[src/design/warmup_pkg.sv]
package warmup_pkg;
   // register byte offsets
   localparam logic [3:0] OSC_CTRL_OFS = 4'h0;
   localparam logic [3:0] MODE_CTRL_OFS = 4'h4;
   // oscillator_control_register layout
   localparam int WARMUP_GO_BIT = 0;
   localparam int WARMUP_COUNT_LO_POS = 4;
   localparam int WARMUP_COUNT_LO_W = 4;
   localparam int INT_HS_EN_BIT = 8;
   localparam int EXT_HS_EN_BIT = 9;
   localparam int LS_EN_BIT = 10;
   localparam int SYSTEM_OSC_SELECT_POS = 12;
   localparam int WARMUP_SRC_SEL_B1_BIT = 16;
   localparam int WARMUP_SRC_SEL_B2_BIT = 17;
   localparam int WARMUP_COUNT_HI_POS = 20;
   localparam int WARMUP_COUNT_HI_W = 12;
   localparam int WARMUP_COUNT_W = WARMUP_COUNT_HI_W + WARMUP_COUNT_LO_W;
   localparam logic [31:0] OSC_CTRL_WMASK = 32'hfff3_37f0;
   localparam logic [31:0] OSC_CTRL_RESET = 32'h0000_0100;
   // mode control register layout
   localparam int STANDBY_SEL_POS = 0;
   localparam int SLOW_MODE_BIT = 4;
   localparam int SYSCLK_EN_STAT_BIT = 8;
   localparam int STATE_STAT_POS = 9;
   localparam int WARMUP_BUSY_STAT_BIT = 13;
   localparam logic [31:0] MODE_CTRL_WMASK = 32'h0000_0013;
   localparam logic [31:0] MODE_CTRL_RESET = 32'h0000_0000;
   // standby selection codes
   localparam logic [1:0] STANDBY_NONE = 2'h0;
   localparam logic [1:0] STANDBY_STOP = 2'h1;
   localparam logic [1:0] STANDBY_SLEEP = 2'h2;
   // warm-up source codes {b2,b1}; the external clock input has no code
   localparam logic [1:0] WSRC_INT_HS = 2'h0;
   localparam logic [1:0] WSRC_EXT_HS = 2'h1;
   // axi responses
   localparam logic [1:0] RESP_OKAY = 2'h0;
   localparam logic [1:0] RESP_SLVERR = 2'h2;

   typedef enum logic [3:0] {
      ST_RUN = 4'h1,
      ST_STOP = 4'h2,
      ST_SLEEP = 4'h4,
      ST_WARM = 4'h8
   } pwr_state_t;
endpackage : warmup_pkg

[src/design/warmup_if.sv]
`timescale 1ns/10ps
interface warmup_if #(parameter int COUNT_W = 16);
   logic start;
   logic [COUNT_W-1:0] target;
   logic srcLevel;
   logic busy;
   logic done;
   modport ctrl (output start, output target, output srcLevel, input busy, input done);
   modport timer (input start, input target, input srcLevel, output busy, output done);
endinterface : warmup_if

[src/design/warmup_timer.sv]
`timescale 1ns/10ps
module warmup_timer #(
   parameter int COUNT_W = 16
) (
   // clock and reset
   input wire logic clk,
   input wire logic srst,
   // control side
   warmup_if.timer wu
);
   // the compare and the increment are only sized for these widths
   if (COUNT_W < 2 || COUNT_W > 31) begin : g_bad_width
      $error("warmup_timer: COUNT_W out of range");
   end

   typedef struct packed {
      logic busy;
      logic done;
      logic prevLevel;
      logic [COUNT_W-1:0] cnt;
   } tmr_t;

   tmr_t st_r;
   tmr_t st_nxt;

   always_comb begin
      st_nxt = st_r;
      st_nxt.done = 1'b0;
      st_nxt.prevLevel = wu.srcLevel;
      if (wu.start && !st_r.busy) begin
         st_nxt.busy = 1'b1;
         st_nxt.cnt = '0;
      end else if (st_r.busy) begin
         if (st_r.cnt >= wu.target) begin
            st_nxt.busy = 1'b0;
            st_nxt.done = 1'b1;
         end else if (wu.srcLevel && !st_r.prevLevel) begin
            st_nxt.cnt = st_r.cnt + 1'b1;
         end
      end
   end

   always_ff @(posedge clk) begin
      if (srst) begin
         st_r <= '0;
      end else begin
         st_r <= st_nxt;
      end
   end

   assign wu.busy = st_r.busy;
   assign wu.done = st_r.done;
endmodule : warmup_timer

[src/design/low_power_warmup_control.sv]
// Behaviour
// - wake from stop/sleep runs warm-up, then clock
// - external clock input never counts warm-up
// - reset return gives no warm-up
// - slow-stop-slow warms up automatically
// - slow-sleep-slow keeps low-speed running, no warm-up
//
// The placing of the registers and the AXI4-Lite register port were decided locally.
`timescale 1ns/10ps
module low_power_warmup_control (
   // clock and reset
   input wire logic clk,
   input wire logic srst,
   // axi4-lite write address
   input wire logic [3:0] awaddr,
   input wire logic awvalid,
   output logic awready,
   // axi4-lite write data
   input wire logic [31:0] wdata,
   input wire logic [3:0] wstrb,
   input wire logic wvalid,
   output logic wready,
   // axi4-lite write response
   output logic [1:0] bresp,
   output logic bvalid,
   input wire logic bready,
   // axi4-lite read
   input wire logic [3:0] araddr,
   input wire logic arvalid,
   output logic arready,
   output logic [31:0] rdata,
   output logic [1:0] rresp,
   output logic rvalid,
   input wire logic rready,
   // oscillator pins, asynchronous
   input wire logic intHsOscPin,
   input wire logic extHsOscPin,
   input wire logic lsOscPin,
   // core standby handshake
   input wire logic standbyEnter,
   input wire logic wakeRequest,
   // clock tree controls
   output logic sysClkEnable,
   output logic intHsOscEnable,
   output logic extHsOscEnable,
   output logic lsOscEnable
);
   localparam int CW = warmup_pkg::WARMUP_COUNT_W;

   typedef struct packed {
      warmup_pkg::pwr_state_t state;
      logic [31:0] oscCtl;
      logic [31:0] modeCtl;
      logic [2:0] syncA;
      logic [2:0] syncB;
      logic wuStart;
      logic awHeld;
      logic [3:0] awAddr;
      logic wHeld;
      logic [31:0] wData;
      logic [3:0] wStrb;
      logic awready;
      logic wready;
      logic bvalid;
      logic [1:0] bresp;
      logic arready;
      logic rvalid;
      logic [31:0] rdata;
      logic [1:0] rresp;
      logic sysClkEn;
      logic intHsEn;
      logic extHsEn;
      logic lsEn;
   } ctl_t;

   localparam ctl_t CTL_RESET = '{
      state: warmup_pkg::ST_RUN, oscCtl: warmup_pkg::OSC_CTRL_RESET,
      modeCtl: warmup_pkg::MODE_CTRL_RESET, syncA: 3'h0, syncB: 3'h0, wuStart: 1'b0,
      awHeld: 1'b0, awAddr: 4'h0, wHeld: 1'b0, wData: 32'h0000_0000, wStrb: 4'h0,
      awready: 1'b1, wready: 1'b1, bvalid: 1'b0, bresp: warmup_pkg::RESP_OKAY,
      arready: 1'b1, rvalid: 1'b0, rdata: 32'h0000_0000, rresp: warmup_pkg::RESP_OKAY,
      sysClkEn: 1'b1, intHsEn: 1'b1, extHsEn: 1'b0, lsEn: 1'b0};

   ctl_t c_r;
   ctl_t c_nxt;

   warmup_if #(.COUNT_W(CW)) wu ();

   warmup_timer #(.COUNT_W(CW)) u_timer (
      .clk(clk),
      .srst(srst),
      .wu(wu)
   );

   function automatic logic [31:0] merge_bytes(input logic [31:0] old, input logic [31:0] data,
                                               input logic [3:0] strb, input logic [31:0] mask);
      logic [31:0] res;
      res = old;
      for (int i = 0; i < 4; i++) begin
         if (strb[i]) begin
            res[i*8 +: 8] = data[i*8 +: 8];
         end
      end
      return res & mask;
   endfunction : merge_bytes

   // reads the synchronised source; the external clock input is not even wired here
   always_comb begin
      unique case ({c_r.oscCtl[warmup_pkg::WARMUP_SRC_SEL_B2_BIT],
                    c_r.oscCtl[warmup_pkg::WARMUP_SRC_SEL_B1_BIT]})
         warmup_pkg::WSRC_INT_HS: wu.srcLevel = c_r.syncB[0];
         warmup_pkg::WSRC_EXT_HS: wu.srcLevel = c_r.syncB[1];
         default: wu.srcLevel = c_r.syncB[2];
      endcase
   end

   assign wu.target = {c_r.oscCtl[warmup_pkg::WARMUP_COUNT_HI_POS +: warmup_pkg::WARMUP_COUNT_HI_W],
                       c_r.oscCtl[warmup_pkg::WARMUP_COUNT_LO_POS +: warmup_pkg::WARMUP_COUNT_LO_W]};
   assign wu.start = c_r.wuStart;

   always_comb begin
      logic swGo;
      logic [1:0] stbySel;
      logic slow;
      swGo = 1'b0;
      stbySel = c_r.modeCtl[warmup_pkg::STANDBY_SEL_POS +: 2];
      slow = c_r.modeCtl[warmup_pkg::SLOW_MODE_BIT];
      c_nxt = c_r;
      c_nxt.syncA = {lsOscPin, extHsOscPin, intHsOscPin};
      c_nxt.syncB = c_r.syncA;
      c_nxt.wuStart = 1'b0;

      // write channel: address and data taken in either order
      if (awvalid && c_r.awready) begin
         c_nxt.awHeld = 1'b1;
         c_nxt.awAddr = awaddr;
      end
      if (wvalid && c_r.wready) begin
         c_nxt.wHeld = 1'b1;
         c_nxt.wData = wdata;
         c_nxt.wStrb = wstrb;
      end
      if (c_r.awHeld && c_r.wHeld && !c_r.bvalid) begin
         c_nxt.awHeld = 1'b0;
         c_nxt.wHeld = 1'b0;
         c_nxt.bvalid = 1'b1;
         c_nxt.bresp = warmup_pkg::RESP_OKAY;
         unique case (c_r.awAddr)
            warmup_pkg::OSC_CTRL_OFS: begin
               c_nxt.oscCtl = merge_bytes(c_r.oscCtl, c_r.wData, c_r.wStrb, warmup_pkg::OSC_CTRL_WMASK);
               swGo = c_r.wStrb[0] && c_r.wData[warmup_pkg::WARMUP_GO_BIT];
            end
            warmup_pkg::MODE_CTRL_OFS: begin
               c_nxt.modeCtl = merge_bytes(c_r.modeCtl, c_r.wData, c_r.wStrb, warmup_pkg::MODE_CTRL_WMASK);
            end
            default: c_nxt.bresp = warmup_pkg::RESP_SLVERR;
         endcase
      end
      if (c_r.bvalid && bready) begin
         c_nxt.bvalid = 1'b0;
      end
      // ready is registered from the next-state values, so it drops at the handshake edge; the held flag keeps a second beat out
      c_nxt.awready = !c_nxt.awHeld && !c_nxt.bvalid && !(awvalid && c_r.awready);
      c_nxt.wready = !c_nxt.wHeld && !c_nxt.bvalid && !(wvalid && c_r.wready);

      // read channel
      if (arvalid && c_r.arready) begin
         c_nxt.arready = 1'b0;
         c_nxt.rvalid = 1'b1;
         c_nxt.rresp = warmup_pkg::RESP_OKAY;
         unique case (araddr)
            warmup_pkg::OSC_CTRL_OFS: begin
               c_nxt.rdata = c_r.oscCtl;
               c_nxt.rdata[warmup_pkg::WARMUP_GO_BIT] = wu.busy;
            end
            warmup_pkg::MODE_CTRL_OFS: begin
               c_nxt.rdata = c_r.modeCtl;
               c_nxt.rdata[warmup_pkg::SYSCLK_EN_STAT_BIT] = c_r.sysClkEn;
               c_nxt.rdata[warmup_pkg::STATE_STAT_POS +: 4] = c_r.state;
               c_nxt.rdata[warmup_pkg::WARMUP_BUSY_STAT_BIT] = wu.busy;
            end
            default: begin
               c_nxt.rdata = 32'h0000_0000;
               c_nxt.rresp = warmup_pkg::RESP_SLVERR;
            end
         endcase
      end
      if (c_r.rvalid && rready) begin
         c_nxt.rvalid = 1'b0;
         c_nxt.arready = 1'b1;
      end

      // power mode sequencing
      unique case (c_r.state)
         warmup_pkg::ST_RUN: begin
            // entry is ignored while a warm-up is counting
            if (standbyEnter && !wu.busy && stbySel == warmup_pkg::STANDBY_STOP) begin
               c_nxt.state = warmup_pkg::ST_STOP;
               c_nxt.sysClkEn = 1'b0;
            end else if (standbyEnter && !wu.busy && stbySel == warmup_pkg::STANDBY_SLEEP) begin
               c_nxt.state = warmup_pkg::ST_SLEEP;
               c_nxt.sysClkEn = 1'b0;
            end else if (swGo) begin
               c_nxt.wuStart = 1'b1; // software warm-up keeps the clock running
            end
         end
         warmup_pkg::ST_STOP: begin
            if (wakeRequest) begin
               c_nxt.state = warmup_pkg::ST_WARM;
               c_nxt.wuStart = 1'b1;
            end
         end
         warmup_pkg::ST_SLEEP: begin
            if (wakeRequest && slow) begin
               c_nxt.state = warmup_pkg::ST_RUN;
               c_nxt.sysClkEn = 1'b1;
            end else if (wakeRequest) begin
               c_nxt.state = warmup_pkg::ST_WARM;
               c_nxt.wuStart = 1'b1;
            end
         end
         warmup_pkg::ST_WARM: begin
            if (wu.done) begin
               c_nxt.state = warmup_pkg::ST_RUN;
               c_nxt.sysClkEn = 1'b1;
            end
         end
         default: begin
            c_nxt.state = warmup_pkg::ST_RUN;
            c_nxt.sysClkEn = 1'b1;
         end
      endcase

      // oscillators: all off in stop, low-speed kept in sleep
      c_nxt.intHsEn = c_nxt.oscCtl[warmup_pkg::INT_HS_EN_BIT] &&
                      (c_nxt.state == warmup_pkg::ST_RUN || c_nxt.state == warmup_pkg::ST_WARM);
      c_nxt.extHsEn = c_nxt.oscCtl[warmup_pkg::EXT_HS_EN_BIT] &&
                      (c_nxt.state == warmup_pkg::ST_RUN || c_nxt.state == warmup_pkg::ST_WARM);
      c_nxt.lsEn = c_nxt.oscCtl[warmup_pkg::LS_EN_BIT] && c_nxt.state != warmup_pkg::ST_STOP;
   end

   // reset lands in run with the clock on and no warm-up
   always_ff @(posedge clk) begin
      if (srst) begin
         c_r <= CTL_RESET;
      end else begin
         c_r <= c_nxt;
      end
   end

   assign awready = c_r.awready;
   assign wready = c_r.wready;
   assign bvalid = c_r.bvalid;
   assign bresp = c_r.bresp;
   assign arready = c_r.arready;
   assign rvalid = c_r.rvalid;
   assign rdata = c_r.rdata;
   assign rresp = c_r.rresp;
   assign sysClkEnable = c_r.sysClkEn;
   assign intHsOscEnable = c_r.intHsEn;
   assign extHsOscEnable = c_r.extHsEn;
   assign lsOscEnable = c_r.lsEn;
endmodule : low_power_warmup_control

[config.mk]
export PLATFORM = sky130hd
export DESIGN_NAME = low_power_warmup_control
export DESIGN_NICKNAME = d
export VERILOG_FILES = /design/src/design/warmup_pkg.sv /design/src/design/warmup_if.sv /design/src/design/warmup_timer.sv /design/src/design/low_power_warmup_control.sv
export SDC_FILE = /design/constraint.sdc
export NUM_CORES = 1
export LEC_CHECK = 0
export BUFFER_PORTS_ARGS = -buffer_cell sky130_fd_sc_hd__buf_2
export CORE_MARGIN = 2
export CORE_UTILIZATION = 24
export DETAILED_ROUTE_END_ITERATION = 7
export SYNTH_ARGS = -nofsm -noshare
export SYNTH_HDL_FRONTEND = slang
export SYNTH_HIERARCHICAL = 1
export SYNTH_SLANG_ARGS = --single-unit
[constraint.sdc]
create_clock -name clk -period 5.5 [get_ports clk]
set_input_delay 0.275 -clock clk [delete_from_list [all_inputs] [get_ports clk]]
set_output_delay 0.275 -clock clk [all_outputs]
set_load 0.005 [all_outputs]
======== Yosys cells after proc, flatten, opt, wreduce, memory -nomap -nowiden ========
Cells that the tools add are included.
cells by class
  $add $sub $neg .......................... 1
  magnitude comparators ................... 1
  eq/ne operators ......................... 15
  mux-type cells .......................... 38
  bitwise operators ....................... 3
  reduce and logical (&&, ||, !) cells .... 45
operators with widths
  cell                                                                   count
  32-bit one-hot mux with 2 select lines                                 1
  43-bit two-way mux                                                     1
  37-bit two-way mux                                                     1
  1-bit logical AND                                                      21
  4-bit two-way mux                                                      5
  3-bit AND reduction                                                    6
  16-bit by 1-bit adder with 16-bit output, second input constant        1
  16-bit greater-or-equal comparator                                     1
  4-bit one-hot mux with 4 select lines                                  1
  1-bit two-way mux                                                      15
  5-bit two-way mux                                                      3
  4-bit by 3-bit equality test with 1-bit output, second input constant  3
  11-bit two-way mux                                                     1
  4-bit by 1-bit equality test with 1-bit output, second input constant  2
  4-bit equality test, second input constant                             2
  1-bit logical NOT                                                      8
  4-bit logical NOT                                                      2
  2-bit two-way mux                                                      4
  8-bit two-way mux                                                      1
  2-bit OR reduction                                                     4
  3-bit two-way mux                                                      2
  2-bit by 1-bit equality test with 1-bit output, second input constant  2
  4-bit by 2-bit equality test with 1-bit output, second input constant  1
  4-bit by 2-bit != test with 1-bit output, second input constant        1
  12 further kinds                                                       14
storage, ports and cells
  flip-flop bits (word level) ............. 143
  bits of input ports ..................... 56
  output and inout bits ................... 45
  word-level logic and storage cells ...... 134

======== Logic depth before layout (Yosys ltp) ========
Gate-level depths: netlist of the first run.
  word-level depth ........................ 9
  gate-level depth with buffers ........... 10
  mapped depth without buffers ............ 8

======== Modules after synthesis ========
The synthesis of the first run kept the hierarchy.
by module, submodules not included
  module                    times used  cells each  area each (µm²)
  low_power_warmup_control  1           491         4409.2
  warmup_timer              1           157         1293.7

======== Least setup slack after synthesis of the first run ========
Ideal clock, no wire load.
  path kind ............................... reg-to-reg
  start ................................... reg u_timer/st_r[0] (netlist bit)
  end ..................................... reg u_timer/st_r[11] (netlist bit)
  setup time .............................. 0.132 ns
  arrival time ............................ 2.168 ns
  slack ................................... 3.200 ns
  cell stages (with the launch flop) ...... 11
  path buffers ............................ 2
  path through ............................ dfxtp_1 > inv_1 > ha_1 > nand2b_1 > a2111o_1 > a32oi_4 > nand3_2 > buf_6 > clkbuf_1 > o31ai_1 > a21oi_1
on the way
  cells in the longest elaborated chain, start to end .. 3
  elaborated cells on any way between the ends .. 4
RTL lines
  element                             RTL line            text
  start: declaration                  warmup_timer.sv:23  tmr_t st_r;
  start signal: assignment            warmup_timer.sv:47  st_r <= st_nxt;
  16-bit greater-or-equal comparator  warmup_timer.sv:34  if (st_r.cnt >= wu.target) begin
  1-bit NOT (no line)                 -
  3-bit AND reduction (no line)       -
Parallel ways exist; a longest one is shown, timed or not.
A chain may end at the register's enable or synchronous reset.

======== Worst setup path after layout of the first run ========
  start ................................... reg u_timer/st_r[0] (netlist bit)
  end ..................................... reg u_timer/st_r[5] (netlist bit)
Same word-level chain as after synthesis.

==> out/results.ini, run 1 <==
[power_and_ir_drop]
leakage_power_total_nw = 2.71
power_per_cell_area_nw_per_um2 = 325
peakVddDrop_uv = 162

[drt]
antenna_left = 0
metal3_wl_um = 738
vias_per_cell = 4.37
dr.max_layer_used = met4
firstDrtPassIters = 4
wl_per_cell_um = 13.4
vias = 4463
drt_drc_violations_left = 0
initialDrtViolationCount = 377
wl_met1_um = 6730
met2WireLength_um = 6100
wire_length_reported_by_the_detailed_router_um = 13700

[setup_path]
critical_path.n_buffers_inverters = 1
path_cells = inv_1 > ha_1 > nand2b_1 > a2111o_1 > a32oi_4 > nand3_2 > or4_1 > a21oi_1
type_of_the_setup_path_with_the_least_slack = reg2reg
cpPeakStageDelay_ps = 520
setup.worst_path.start_class = register
worst-endpoint-required_ps = 5830
timing.critical_path.fanout_max = 21
cp.arrival_ps = 3050
timing.critical_path.slowest_stage_cell = sky130_fd_sc_hd__or4_1
setup.worst_path.end_class = register
cell_type_group_with_the_largest_total_delay_on_the_critical_path = simple AND/OR/NAND/NOR gates
setup.reg_to_reg.worst_slack_ps = 2780

[floorplanning]
core_area_um2 = 23400
width_of_the_die_um = 158
die_area_um2 = 25000
initial_utilization_pct = 24.4
placement_rows = 56
chipHeight_um = 158
ios = 101

[placement]
finalWeightedCongestion = 0.800
post-dp-hpwl_um = 9800
port-buffer-count = 85
dp_area_um2 = 6140

[finish]
n_fill_cell = 2539
fin_nets = 762
proportion_of_layout_cells_with_a_drive_suffix_above_1_pct = 18.4
num_antenna_cells = 0
layout_area_growth_over_synthesis_pct = 17.9
final_cell_area_um2 = 6720

[synthesis]
ys.warnings.count = 6
synth-main-ff-cell = sky130_fd_sc_hd__dfxtp_1
synth-edff-count = 0
postSynth.asyncResetShare_pct = 0
ys_types = 58
synth-seq-area-share_pct = 44.9
synth.cell_area_um2 = 5700
synth-seq-cells = 128
syn_area_per_cell_um2 = 8.80
synth_cells = 648

[clock_network]
insertion_delay_ps = 430
clock_sinks = 128
holdBufCountCts = 0
cts_buffers = 17
clkSlewWorstSetupHoldPaths_ps = 60
post_cts_buffers = 0
post_cts_resized = 0
cts-htree-levels = 4
clockRootBuffer = sky130_fd_sc_hd__clkbuf_16
clock_tree_buf_depth = 2
clock_tree_from_tritoncts = done

[timing]
period_minus_slack_ps = 2720
setup_viol = 0
fmax_mhz = 368
finalHoldViolations = 0
maxSlewViolCount = 0
worst_clock_skew_ps = 18.2
final_min_period_over_clock_period_pct = 49.4
grt_setup_unrepaired = false
finalSetupTns_ps = 0
worst_pin_slew_ps = 1090
max-slew-margin-rel_pct = 27.2

[run_status]
run_status = finished clean

[global_routing]
largest_net_degree_at_the_start_of_global_routing = 66
track_usage_pct = 11.3
number_of_global_route_vias_before_repair = 4062
grt_first_pass_wirelength_um = 21500
globalRouteOverflowTotal = 0
antenna_found_initial = 0

[worst_hold_path]
hp-class = in2reg

[job]
cap_viol_max_count = 0

routing by layer:
| metal | up-vias | GRT usage (%) |
|---|---|---|
| li1 | 2277 | - |
| met1 | 2078 | 15.2 |
| met2 | 95 | 17.1 |
| met3 | 13 | 3.64 |
| met4 | 0 | 3.60 |
| met5 | - | 0 |
synth_stat cells, drive strengths merged, types with 7 or more instances:
cell    count  area share (%)
buf        48             6.1
a22oi      17             2.2
nor2       66             4.3
nand2b      7            0.77
dfxtp     128              45
mux2i      35             6.1
nand3      10            0.97
clkbuf     25             1.6
ha         17             3.7
or4         7            0.92
nand2      87             5.7
o21ai      13             1.1
a21oi      66             5.8
nand4       9             1.3
nor3       18             1.8
nor2b       9            0.99
inv        25             1.6
power by group:
group	switching, mW	total [mW]	internal [mW]
logic	0.0684	0.107	0.0390
clock network	0.421	1.11	0.692
registers	0.0149	0.966	0.951
total	0.504	2.19	1.68
final timing paths:
check,from,depth (start not counted),end
setup / recovery,u_timer/st_r[0],8,u_timer/st_r[5]
hold / removal,intHsOscPin,2,c_nxt[88]
hold reg to reg,c_nxt[90],1,c_r[90]
setup reg to reg,u_timer/st_r[0],8,u_timer/st_r[5]
sequential cells by signal, summed over array words and instances, names as in the netlist:
| name | count |
|---|---|
| rvalid | 1 |
| intHsOscEnable | 1 |
| awready | 1 |
| rresp | 1 |
| rdata | 26 |
| u_timer/wu.done | 1 |
| bresp | 1 |
| c_nxt | 3 |
| arready | 1 |
| bvalid | 1 |
| extHsOscEnable | 1 |
| wready | 1 |
| lsOscEnable | 1 |
| u_timer/wu.busy | 1 |
| c_r | 68 |
| u_timer/st_r | 17 |
| wu.start | 1 |
| sysClkEnable | 1 |
per-stage QoR:
step | power, mW | cells | hold WS, ps | worst slack, ps | util, %
2_1_floorplan | 1.06 | 655 | 344 | 3200 | -
3_5_place_dp | 1.10 | 989 | 428 | 2820 | 26.2
6_report | 2.19 | 1021 | 63.2 | 2780 | 28.7
3_3_place_gp | 1.09 | 989 | 421 | 2900 | 26.2
4_1_cts | 2.21 | 1021 | 49.2 | 2800 | 28.7
5_1_grt | 2.27 | 1021 | 62.4 | 2590 | 28.7
kinds of logic after synthesis:
| group | after synthesis | synth area share, % |
|---|---|---|
| buf+inv | 98 | 9.41 |
| compound gates | 122 | 13.8 |
| xor+xnor | 6 | 0.921 |
| other cells | 1 | 0.0658 |
| mux | 36 | 6.34 |
| simple gates | 240 | 20.8 |
| flops | 128 | 44.9 |
| fa+ha+maj | 17 | 3.73 |
area by class of cell:
cell class	count	area [um^2]	area share [%]
inverter	25	93.8	1.40
tap	319	399	5.94
clock inverter	12	131	1.95
timing repair buffer	88	450	6.70
clock buffer	20	457	6.79
multi-input combinational	429	2630	39.1
sequential	128	2560	38.1
placed cells by master (no fill, tap or decap), types with 8 or more instances in the layout:
cell	n
sky130_fd_sc_hd__dfxtp_1	128
sky130_fd_sc_hd__nand4_1	8
sky130_fd_sc_hd__conb_1	8
sky130_fd_sc_hd__inv_1	25
sky130_fd_sc_hd__nand3_1	9
sky130_fd_sc_hd__nor2_1	66
sky130_fd_sc_hd__mux2i_1	35
sky130_fd_sc_hd__a22oi_1	17
sky130_fd_sc_hd__a21oi_1	66
sky130_fd_sc_hd__buf_2	84
sky130_fd_sc_hd__o21ai_0	10
sky130_fd_sc_hd__nor3_1	17
sky130_fd_sc_hd__ha_1	17
sky130_fd_sc_hd__nand2_1	87
sky130_fd_sc_hd__nor2b_1	9
sky130_fd_sc_hd__clkbuf_16	17
Note: power is estimated with default switching activity, not from simulation.
==> inputs of run 2 (changes only) <==
Settings changed: ABC_AREA set to 1.
Clock period 5.5 ns to 2.8 ns, I/O delays scaled along.
==> out/results.ini, run 2 <==
[run_status]
run_status = finished clean

[timing]
finalSetupTns_ps = 0  ; unchanged
setup_viol = 0  ; unchanged
worst_clock_skew_ps = 14.3  ; -3.98 ps
fmax_mhz = 453  ; +23%
final_min_period_over_clock_period_pct = 78.8  ; +29 points
maxSlewViolCount = 0  ; unchanged
period_minus_slack_ps = 2210  ; -513 ps
grt_setup_unrepaired = false
max-slew-margin-rel_pct = 46.9  ; +20 points
worst_pin_slew_ps = 795  ; -297 ps
finalHoldViolations = 0  ; unchanged

[synthesis]
synth-seq-cells = 128  ; unchanged
synth.area.top_cells = sky130_fd_sc_hd__dfxtp_1, sky130_fd_sc_hd__nor2_1, sky130_fd_sc_hd__nand2_1, sky130_fd_sc_hd__inv_1, sky130_fd_sc_hd__o21ai_0
synth.cell_area_um2 = 6070  ; +6.4%
postSynth.asyncResetShare_pct = 0  ; unchanged
synth_top_cell_area_share_pct = 42.2  ; -2.7 points
synth_largest_area_cell = sky130_fd_sc_hd__dfxtp_1
syn_area_per_cell_um2 = 7.14  ; -19%
ys_types = 36  ; -38%
synth-main-ff-cell = sky130_fd_sc_hd__dfxtp_1
ys_top_cells_by_count = sky130_fd_sc_hd__nor2_1, sky130_fd_sc_hd__nand2_1, sky130_fd_sc_hd__dfxtp_1
synth_cells = 850  ; +31%
ys.warnings.count = 6  ; unchanged
synth-seq-area-share_pct = 42.2  ; -2.7 points
synth-edff-count = 0  ; unchanged
synth_most_common_cell = sky130_fd_sc_hd__nor2_1

[clock_network]
holdBufCountCts = 29  ; +29
cts_buffers = 17  ; unchanged
clock_sinks = 128  ; unchanged
clkSlewWorstSetupHoldPaths_ps = 60  ; about the same
clock_tree_from_tritoncts = done
insertion_delay_ps = 420  ; about the same
clockRootBuffer = sky130_fd_sc_hd__clkbuf_16
clock_tree_buf_depth = 2  ; unchanged
post_cts_buffers = 0  ; unchanged
post_cts_resized = 0  ; unchanged
cts-htree-levels = 4  ; unchanged

[global_routing]
globalRouteOverflowTotal = 0  ; unchanged
grt_met1_use_pct = 16.8  ; +1.6 points
use_met2_pct = 18.5  ; +1.4 points
grt_first_pass_wirelength_um = 25000  ; +16%
track_usage_pct = 12.1  ; +0.84 points
antenna_found_initial = 0  ; unchanged
number_of_global_route_vias_before_repair = 4954  ; +22%
grt_most_used_layer = met2
largest_net_degree_at_the_start_of_global_routing = 49  ; -26%
globalRouteMet3Util_pct = 2.75  ; -0.89 points

[finish]
final_util_pct = 29.9  ; +1.1 points
final_common_cell = sky130_fd_sc_hd__nor2_1
most-common-layout-cells = sky130_fd_sc_hd__nor2_1, sky130_fd_sc_hd__nand2_1, sky130_fd_sc_hd__dfxtp_1, sky130_fd_sc_hd__inv_1, sky130_fd_sc_hd__buf_2
proportion_of_layout_cells_with_a_drive_suffix_above_1_pct = 17.7  ; -0.70 points
num_antenna_cells = 0  ; unchanged
layout_area_growth_over_synthesis_pct = 22.9
max_flop_register = c_r
fin_nets = 1006  ; +32%
n_fill_cell = 2770  ; +9.1%
largest_register_ffs = 68  ; unchanged
final_cells = 1275  ; +25%

[setup_path]
type_of_the_setup_path_with_the_least_slack = reg2reg
worst-endpoint-required_ps = 3110  ; -2720 ps
timing.critical_path.fanout_max = 15  ; -29%
setup.worst_path.end_class = register
timing.critical_path.slowest_stage_cell = sky130_fd_sc_hd__dfxtp_1
cp.arrival_ps = 2510  ; -540 ps
setup.worst_path.start_class = register
setup.reg_to_reg.worst_slack_ps = 590  ; -2190 ps
cpPeakStageDelay_ps = 380  ; -140 ps
path_cells = inv_1 > ha_1 > nand2_1 > inv_1 > o21ai_2 > nand2_1 > a21oi_4 > nand4_1 > o21ai_0 > nor2_1

[floorplanning]
die_area_um2 = 26600  ; +6.2%
ios = 101  ; unchanged
chipHeight_um = 163  ; +3.1%
width_of_the_die_um = 163  ; +3.1%
initial_utilization_pct = 24.3  ; -0.066 points
placement_rows = 58  ; +3.6%
core_area_um2 = 25000  ; +6.7%

[placement]
post-dp-hpwl_um = 11300  ; +15%
placed_cells_incl_taps = 1215  ; +23%
port-buffer-count = 85  ; unchanged
finalWeightedCongestion = 0.841  ; +5.1%

[drt]
vias = 5290  ; +19%
wl_per_cell_um = 12.1  ; -10%
initialDrtViolationCount = 259  ; -31%
wire_length_reported_by_the_detailed_router_um = 15400  ; +12%
drt_drc_violations_left = 0  ; unchanged
antenna_left = 0  ; unchanged
vias_per_cell = 4.15  ; -5.1%
firstDrtPassIters = 4  ; unchanged

[power_and_ir_drop]
total_power_mw = 4.53  ; +110%
leakage_power_total_nw = 3.36  ; +24%
power_per_cell_area_nw_per_um2 = 608  ; +87%
peakVddDrop_uv = 278  ; +72%

[job]
cap_viol_max_count = 0  ; unchanged

[worst_hold_path]
hp-class = in2reg

[run 2: changes by cell type in the layout (fill, tap and decap cells not counted), sizes merged, moves of 9 or more]
cell         change
nand3           +34
nand4           +15
nand2           +52
nor2b            -9
a21oi           -24
nor2           +107
dlygate4sd3     +29
o21ai           +72
nor3            -12
a22oi           -17
inv             +95
mux2i           -34
[run 2: final cells by class]
cell class	instances	area [um^2]	share of cell area, %
clock buffers	18	439	5.89
clock inverters	13	153	2.05
inverters	119	455	6.11
multi-input cells	546	2670	35.8
flip-flops and latches	128	2560	34.4
well taps	330	413	5.54
repair buffers	121	768	10.3
[run 2: final timing paths]
check	start	endpoint	cells after the start
hold reg to reg	c_nxt[90]	c_r[90]	2
setup reg to reg	c_r[157]	u_timer/st_r[6]	10
hold / removal	awaddr[0]	c_r[82]	3
setup / recovery	c_r[157]	u_timer/st_r[6]	10
[run 2: critical path: cells and delay by family, from the launching register on]
family	cells	cell delay (ps)
buffers and inverters	2	120
adder cells (fa/ha/maj)	1	310
AO/OA/AOI/OAI	3	680
AND/OR/NAND/NOR	4	620
flip-flops	1	380
[run 2: logic make-up (layout without fill, tap and decap cells)]
group / after synthesis / in the layout / share of synthesized area [%]
buffers and inverters: 183 / 271 / 14.2
AOI/OAI and AO/OA: 132 / 132 / 11.6
muxes: 1 / 1 / 0.165
DFF: 128 / 128 / 42.2
adders and majority gates: 17 / 17 / 3.51
and+or+nand+nor: 388 / 388 / 28.2
other: 1 / 8 / 0.0618
[run 2: per-stage QoR]
stage / hold WS (ps) / cell area, um^2 / worst slack (ps)
2_1_floorplan: 209 / 6090 / 1100
4_1_cts: 0.734 / 7460 / 638
3_5_place_dp: 345 / 6580 / 644
5_1_grt: 20.0 / 7460 / 335
3_3_place_gp: 348 / 6580 / 679
6_report: 23.1 / 7460 / 595
[run 2: power by group]
group / internal, mW / leakage [nW] / switching [mW]
Combinational: 0.144 / 2.03 / 0.228
Clock: 1.35 / 0.293 / 0.877
Sequential: 1.89 / 1.04 / 0.0411
Total: 3.39 / 3.36 / 1.15
[run 2: layer usage]
| metal | up-vias | share of wire [%] |
|---|---|---|
| li1 | 2810 | - |
| met1 | 2359 | 50 |
| met2 | 115 | 43 |
| met3 | 6 | 5.6 |
| met4 | 0 | 0.84 |
| met5 | - | 0 |
==> inputs of run 3 (changes only) <==
Clock period 2.8 ns to 2.2 ns, I/O delays scaled along.
==> out/results.ini, run 3 (same netlist as run 2, synthesis figures left out) <==
[run_status]
run_status = finished clean

[timing]
worst_clock_skew_ps = 11.4  ; -2.80 ps
final_min_period_over_clock_period_pct = 90.4  ; +12 points
period_minus_slack_ps = 1990  ; -217 ps
finalSetupTns_ps = 0  ; unchanged
grt_setup_unrepaired = false
fmax_mhz = 503  ; +11%
finalHoldViolations = 0  ; unchanged
worst_pin_slew_ps = 604  ; -191 ps
max-slew-margin-rel_pct = 59.6  ; +13 points
setup_viol = 0  ; unchanged
final_critical_path_setup_slack_ps = 212  ; -383 ps
maxSlewViolCount = 0  ; unchanged

[setup_path]
setup.worst_path.end_class = register
worst-endpoint-required_ps = 2510  ; -600 ps
timing.critical_path.slowest_stage_cell = sky130_fd_sc_hd__dfxtp_1
critPathCapture = u_timer/st_r[6]
timing.critical_path.fanout_max = 7  ; -8
reg2reg_to = u_timer/st_r[6]
timing.reg2reg.worst_path_depth = 10  ; unchanged
cpPeakStageDelay_ps = 380  ; about the same
cp.arrival_ps = 2300  ; -210 ps
critical_path_cell_count = 10  ; unchanged
cp-startpoint = c_r[157]
type_of_the_setup_path_with_the_least_slack = reg2reg
cell_type_group_with_the_largest_total_delay_on_the_critical_path = simple AND/OR/NAND/NOR gates
path_cells = inv_1 > ha_1 > nand2_1 > inv_1 > o21ai_2 > nand2_1 > a21oi_4 > nand4_1 > o21ai_0 > nor2_1
worstReg2RegStart = c_r[157]
setup.worst_path.start_class = register
critical_path.n_buffers_inverters = 2  ; unchanged
setup.reg_to_reg.worst_slack_ps = 210  ; -380 ps

[drt]
initialDrtViolationCount = 396  ; +53%
vias = 5430  ; +2.6%
vias_per_cell = 4.20  ; +1.3%
firstDrtPassIters = 5  ; +1
wire_length_reported_by_the_detailed_router_um = 15700  ; +2.4%
drt_drc_violations_left = 0  ; unchanged
wl_per_cell_um = 12.2  ; +1.0%
antenna_left = 0  ; unchanged

[clock_network]
cts-htree-levels = 4  ; unchanged
clock_tree_buf_depth = 2  ; unchanged
cts_buffers = 17  ; unchanged
clkSlewWorstSetupHoldPaths_ps = 60  ; about the same
post_cts_buffers = 0  ; unchanged
clockRootBuffer = sky130_fd_sc_hd__clkbuf_16
clock_tree_from_tritoncts = done
clock_sinks = 128  ; unchanged
insertion_delay_ps = 430  ; about the same

[finish]
layout_area_growth_over_synthesis_pct = 24.6
num_antenna_cells = 0  ; unchanged
proportion_of_layout_cells_with_a_drive_suffix_above_1_pct = 18.4  ; +0.73 points
fin_nets = 1024  ; +1.8%
final_common_cell = sky130_fd_sc_hd__nor2_1
most-common-layout-cells = sky130_fd_sc_hd__nor2_1, sky130_fd_sc_hd__nand2_1, sky130_fd_sc_hd__dfxtp_1, sky130_fd_sc_hd__inv_1, sky130_fd_sc_hd__buf_2
max_flop_register = c_r
largest_register_ffs = 68  ; unchanged

[worst_hold_path]
hp-class = in2reg

[global_routing]
antenna_found_initial = 0  ; unchanged
globalRouteOverflowTotal = 0  ; unchanged
number_of_global_route_vias_before_repair = 5002  ; +0.97%
track_usage_pct = 12.3  ; +0.23 points
grt_first_pass_wirelength_um = 25400  ; +1.7%
largest_net_degree_at_the_start_of_global_routing = 48  ; -2.0%

[power_and_ir_drop]
peakVddDrop_uv = 388  ; +39%
power_per_cell_area_nw_per_um2 = 736  ; +21%
leakage_power_total_nw = 3.41  ; +1.3%

[job]
cap_viol_max_count = 0  ; unchanged

[placement]
finalWeightedCongestion = 0.893  ; +6.1%
port-buffer-count = 85  ; unchanged
place_worst_setup_slack_ps = 243  ; -401 ps
post-dp-hpwl_um = 11800  ; +4.9%

[floorplanning]
die_area_um2 = 26600  ; unchanged
initial_utilization_pct = 24.3  ; unchanged
width_of_the_die_um = 163  ; unchanged
core_area_um2 = 25000  ; unchanged
chipHeight_um = 163  ; unchanged
placement_rows = 58  ; unchanged
ios = 101  ; unchanged

## run 3: cell types whose count changed in the layout (fill, tap and decap cells not counted), sizes merged
cell and change:
buf +11, dlygate4sd3 +7, clkinvlp +6, inv -4, bufinv -1, clkbuf -1
clkinv -1
## run 3: per-layer routing
| metal | vias up | wire length (um) | track usage, % |
|---|---|---|---|
| met5 | - | 0 | 0 |
| met1 | 2409 | 7970 | 17.2 |
| met4 | 0 | 190 | 4.55 |
| li1 | 2864 | - | - |
| met2 | 145 | 6600 | 18.2 |
| met3 | 12 | 967 | 3.26 |
## run 3: cell type report
| type | count | area (um^2) |
|---|---|---|
| tap | 330 | 413 |
| sequential | 128 | 2560 |
| clock buffer | 17 | 425 |
| clock inverter | 13 | 116 |
| inverter | 119 | 455 |
| fill | 2762 | 17400 |
| multi-input combinational | 546 | 2670 |
| timing repair buffer | 139 | 921 |
## run 3: how the worst min path moves through the flow
stage,startpoint,to,slack (ps),depth (start not counted)
final,araddr[3],rresp[1],40,3
after global placement,extHsOscPin,c_nxt[89],320,3
after detailed placement,lsOscPin,c_nxt[90],320,3
after global routing,araddr[3],rresp[1],60,3
after CTS,wdata[5],c_r[54],30,3
after floorplan,srst,u_timer/wu.busy,180,1
## run 3: power breakdown
group	internal [mW]	switching (mW)
sequential	2.41	0.0521
combinational	0.196	0.291
clock	1.54	1.08
total	4.14	1.42
## run 3: worst reg2reg max path: stages (launching register included)
cell and delay [ps]:
sky130_fd_sc_hd__dfxtp_1 380, sky130_fd_sc_hd__inv_1 60, sky130_fd_sc_hd__ha_1 300, sky130_fd_sc_hd__nand2_1 110, sky130_fd_sc_hd__inv_1 60, sky130_fd_sc_hd__o21ai_2 60, sky130_fd_sc_hd__nand2_1 100, sky130_fd_sc_hd__a21oi_4 170
sky130_fd_sc_hd__nand4_1 310, sky130_fd_sc_hd__o21ai_0 270, sky130_fd_sc_hd__nor2_1 60
## run 3: stage by stage
| step | hold WS, ps | instance area [um^2] | std cells | total power [mW] | utilization, % |
|---|---|---|---|---|---|
| floorplan | 179 | 6090 | 857 | 2.82 | - |
| global placement | 323 | 6660 | 1226 | 2.95 | 26.7 |
| detailed placement | 322 | 6660 | 1226 | 2.96 | 26.7 |
| CTS | 30.8 | 7560 | 1292 | 5.62 | 30.3 |
| global route | 56.8 | 7560 | 1292 | 5.80 | 30.3 |
| finish | 44.4 | 7560 | 1292 | 5.56 | 30.3 |
## run 3: timing repair
item                                   in CTS  in global routing
gates resized for setup                     0                  0
hold buffers                               36                  0
endpoints found under the hold margin      37                  0
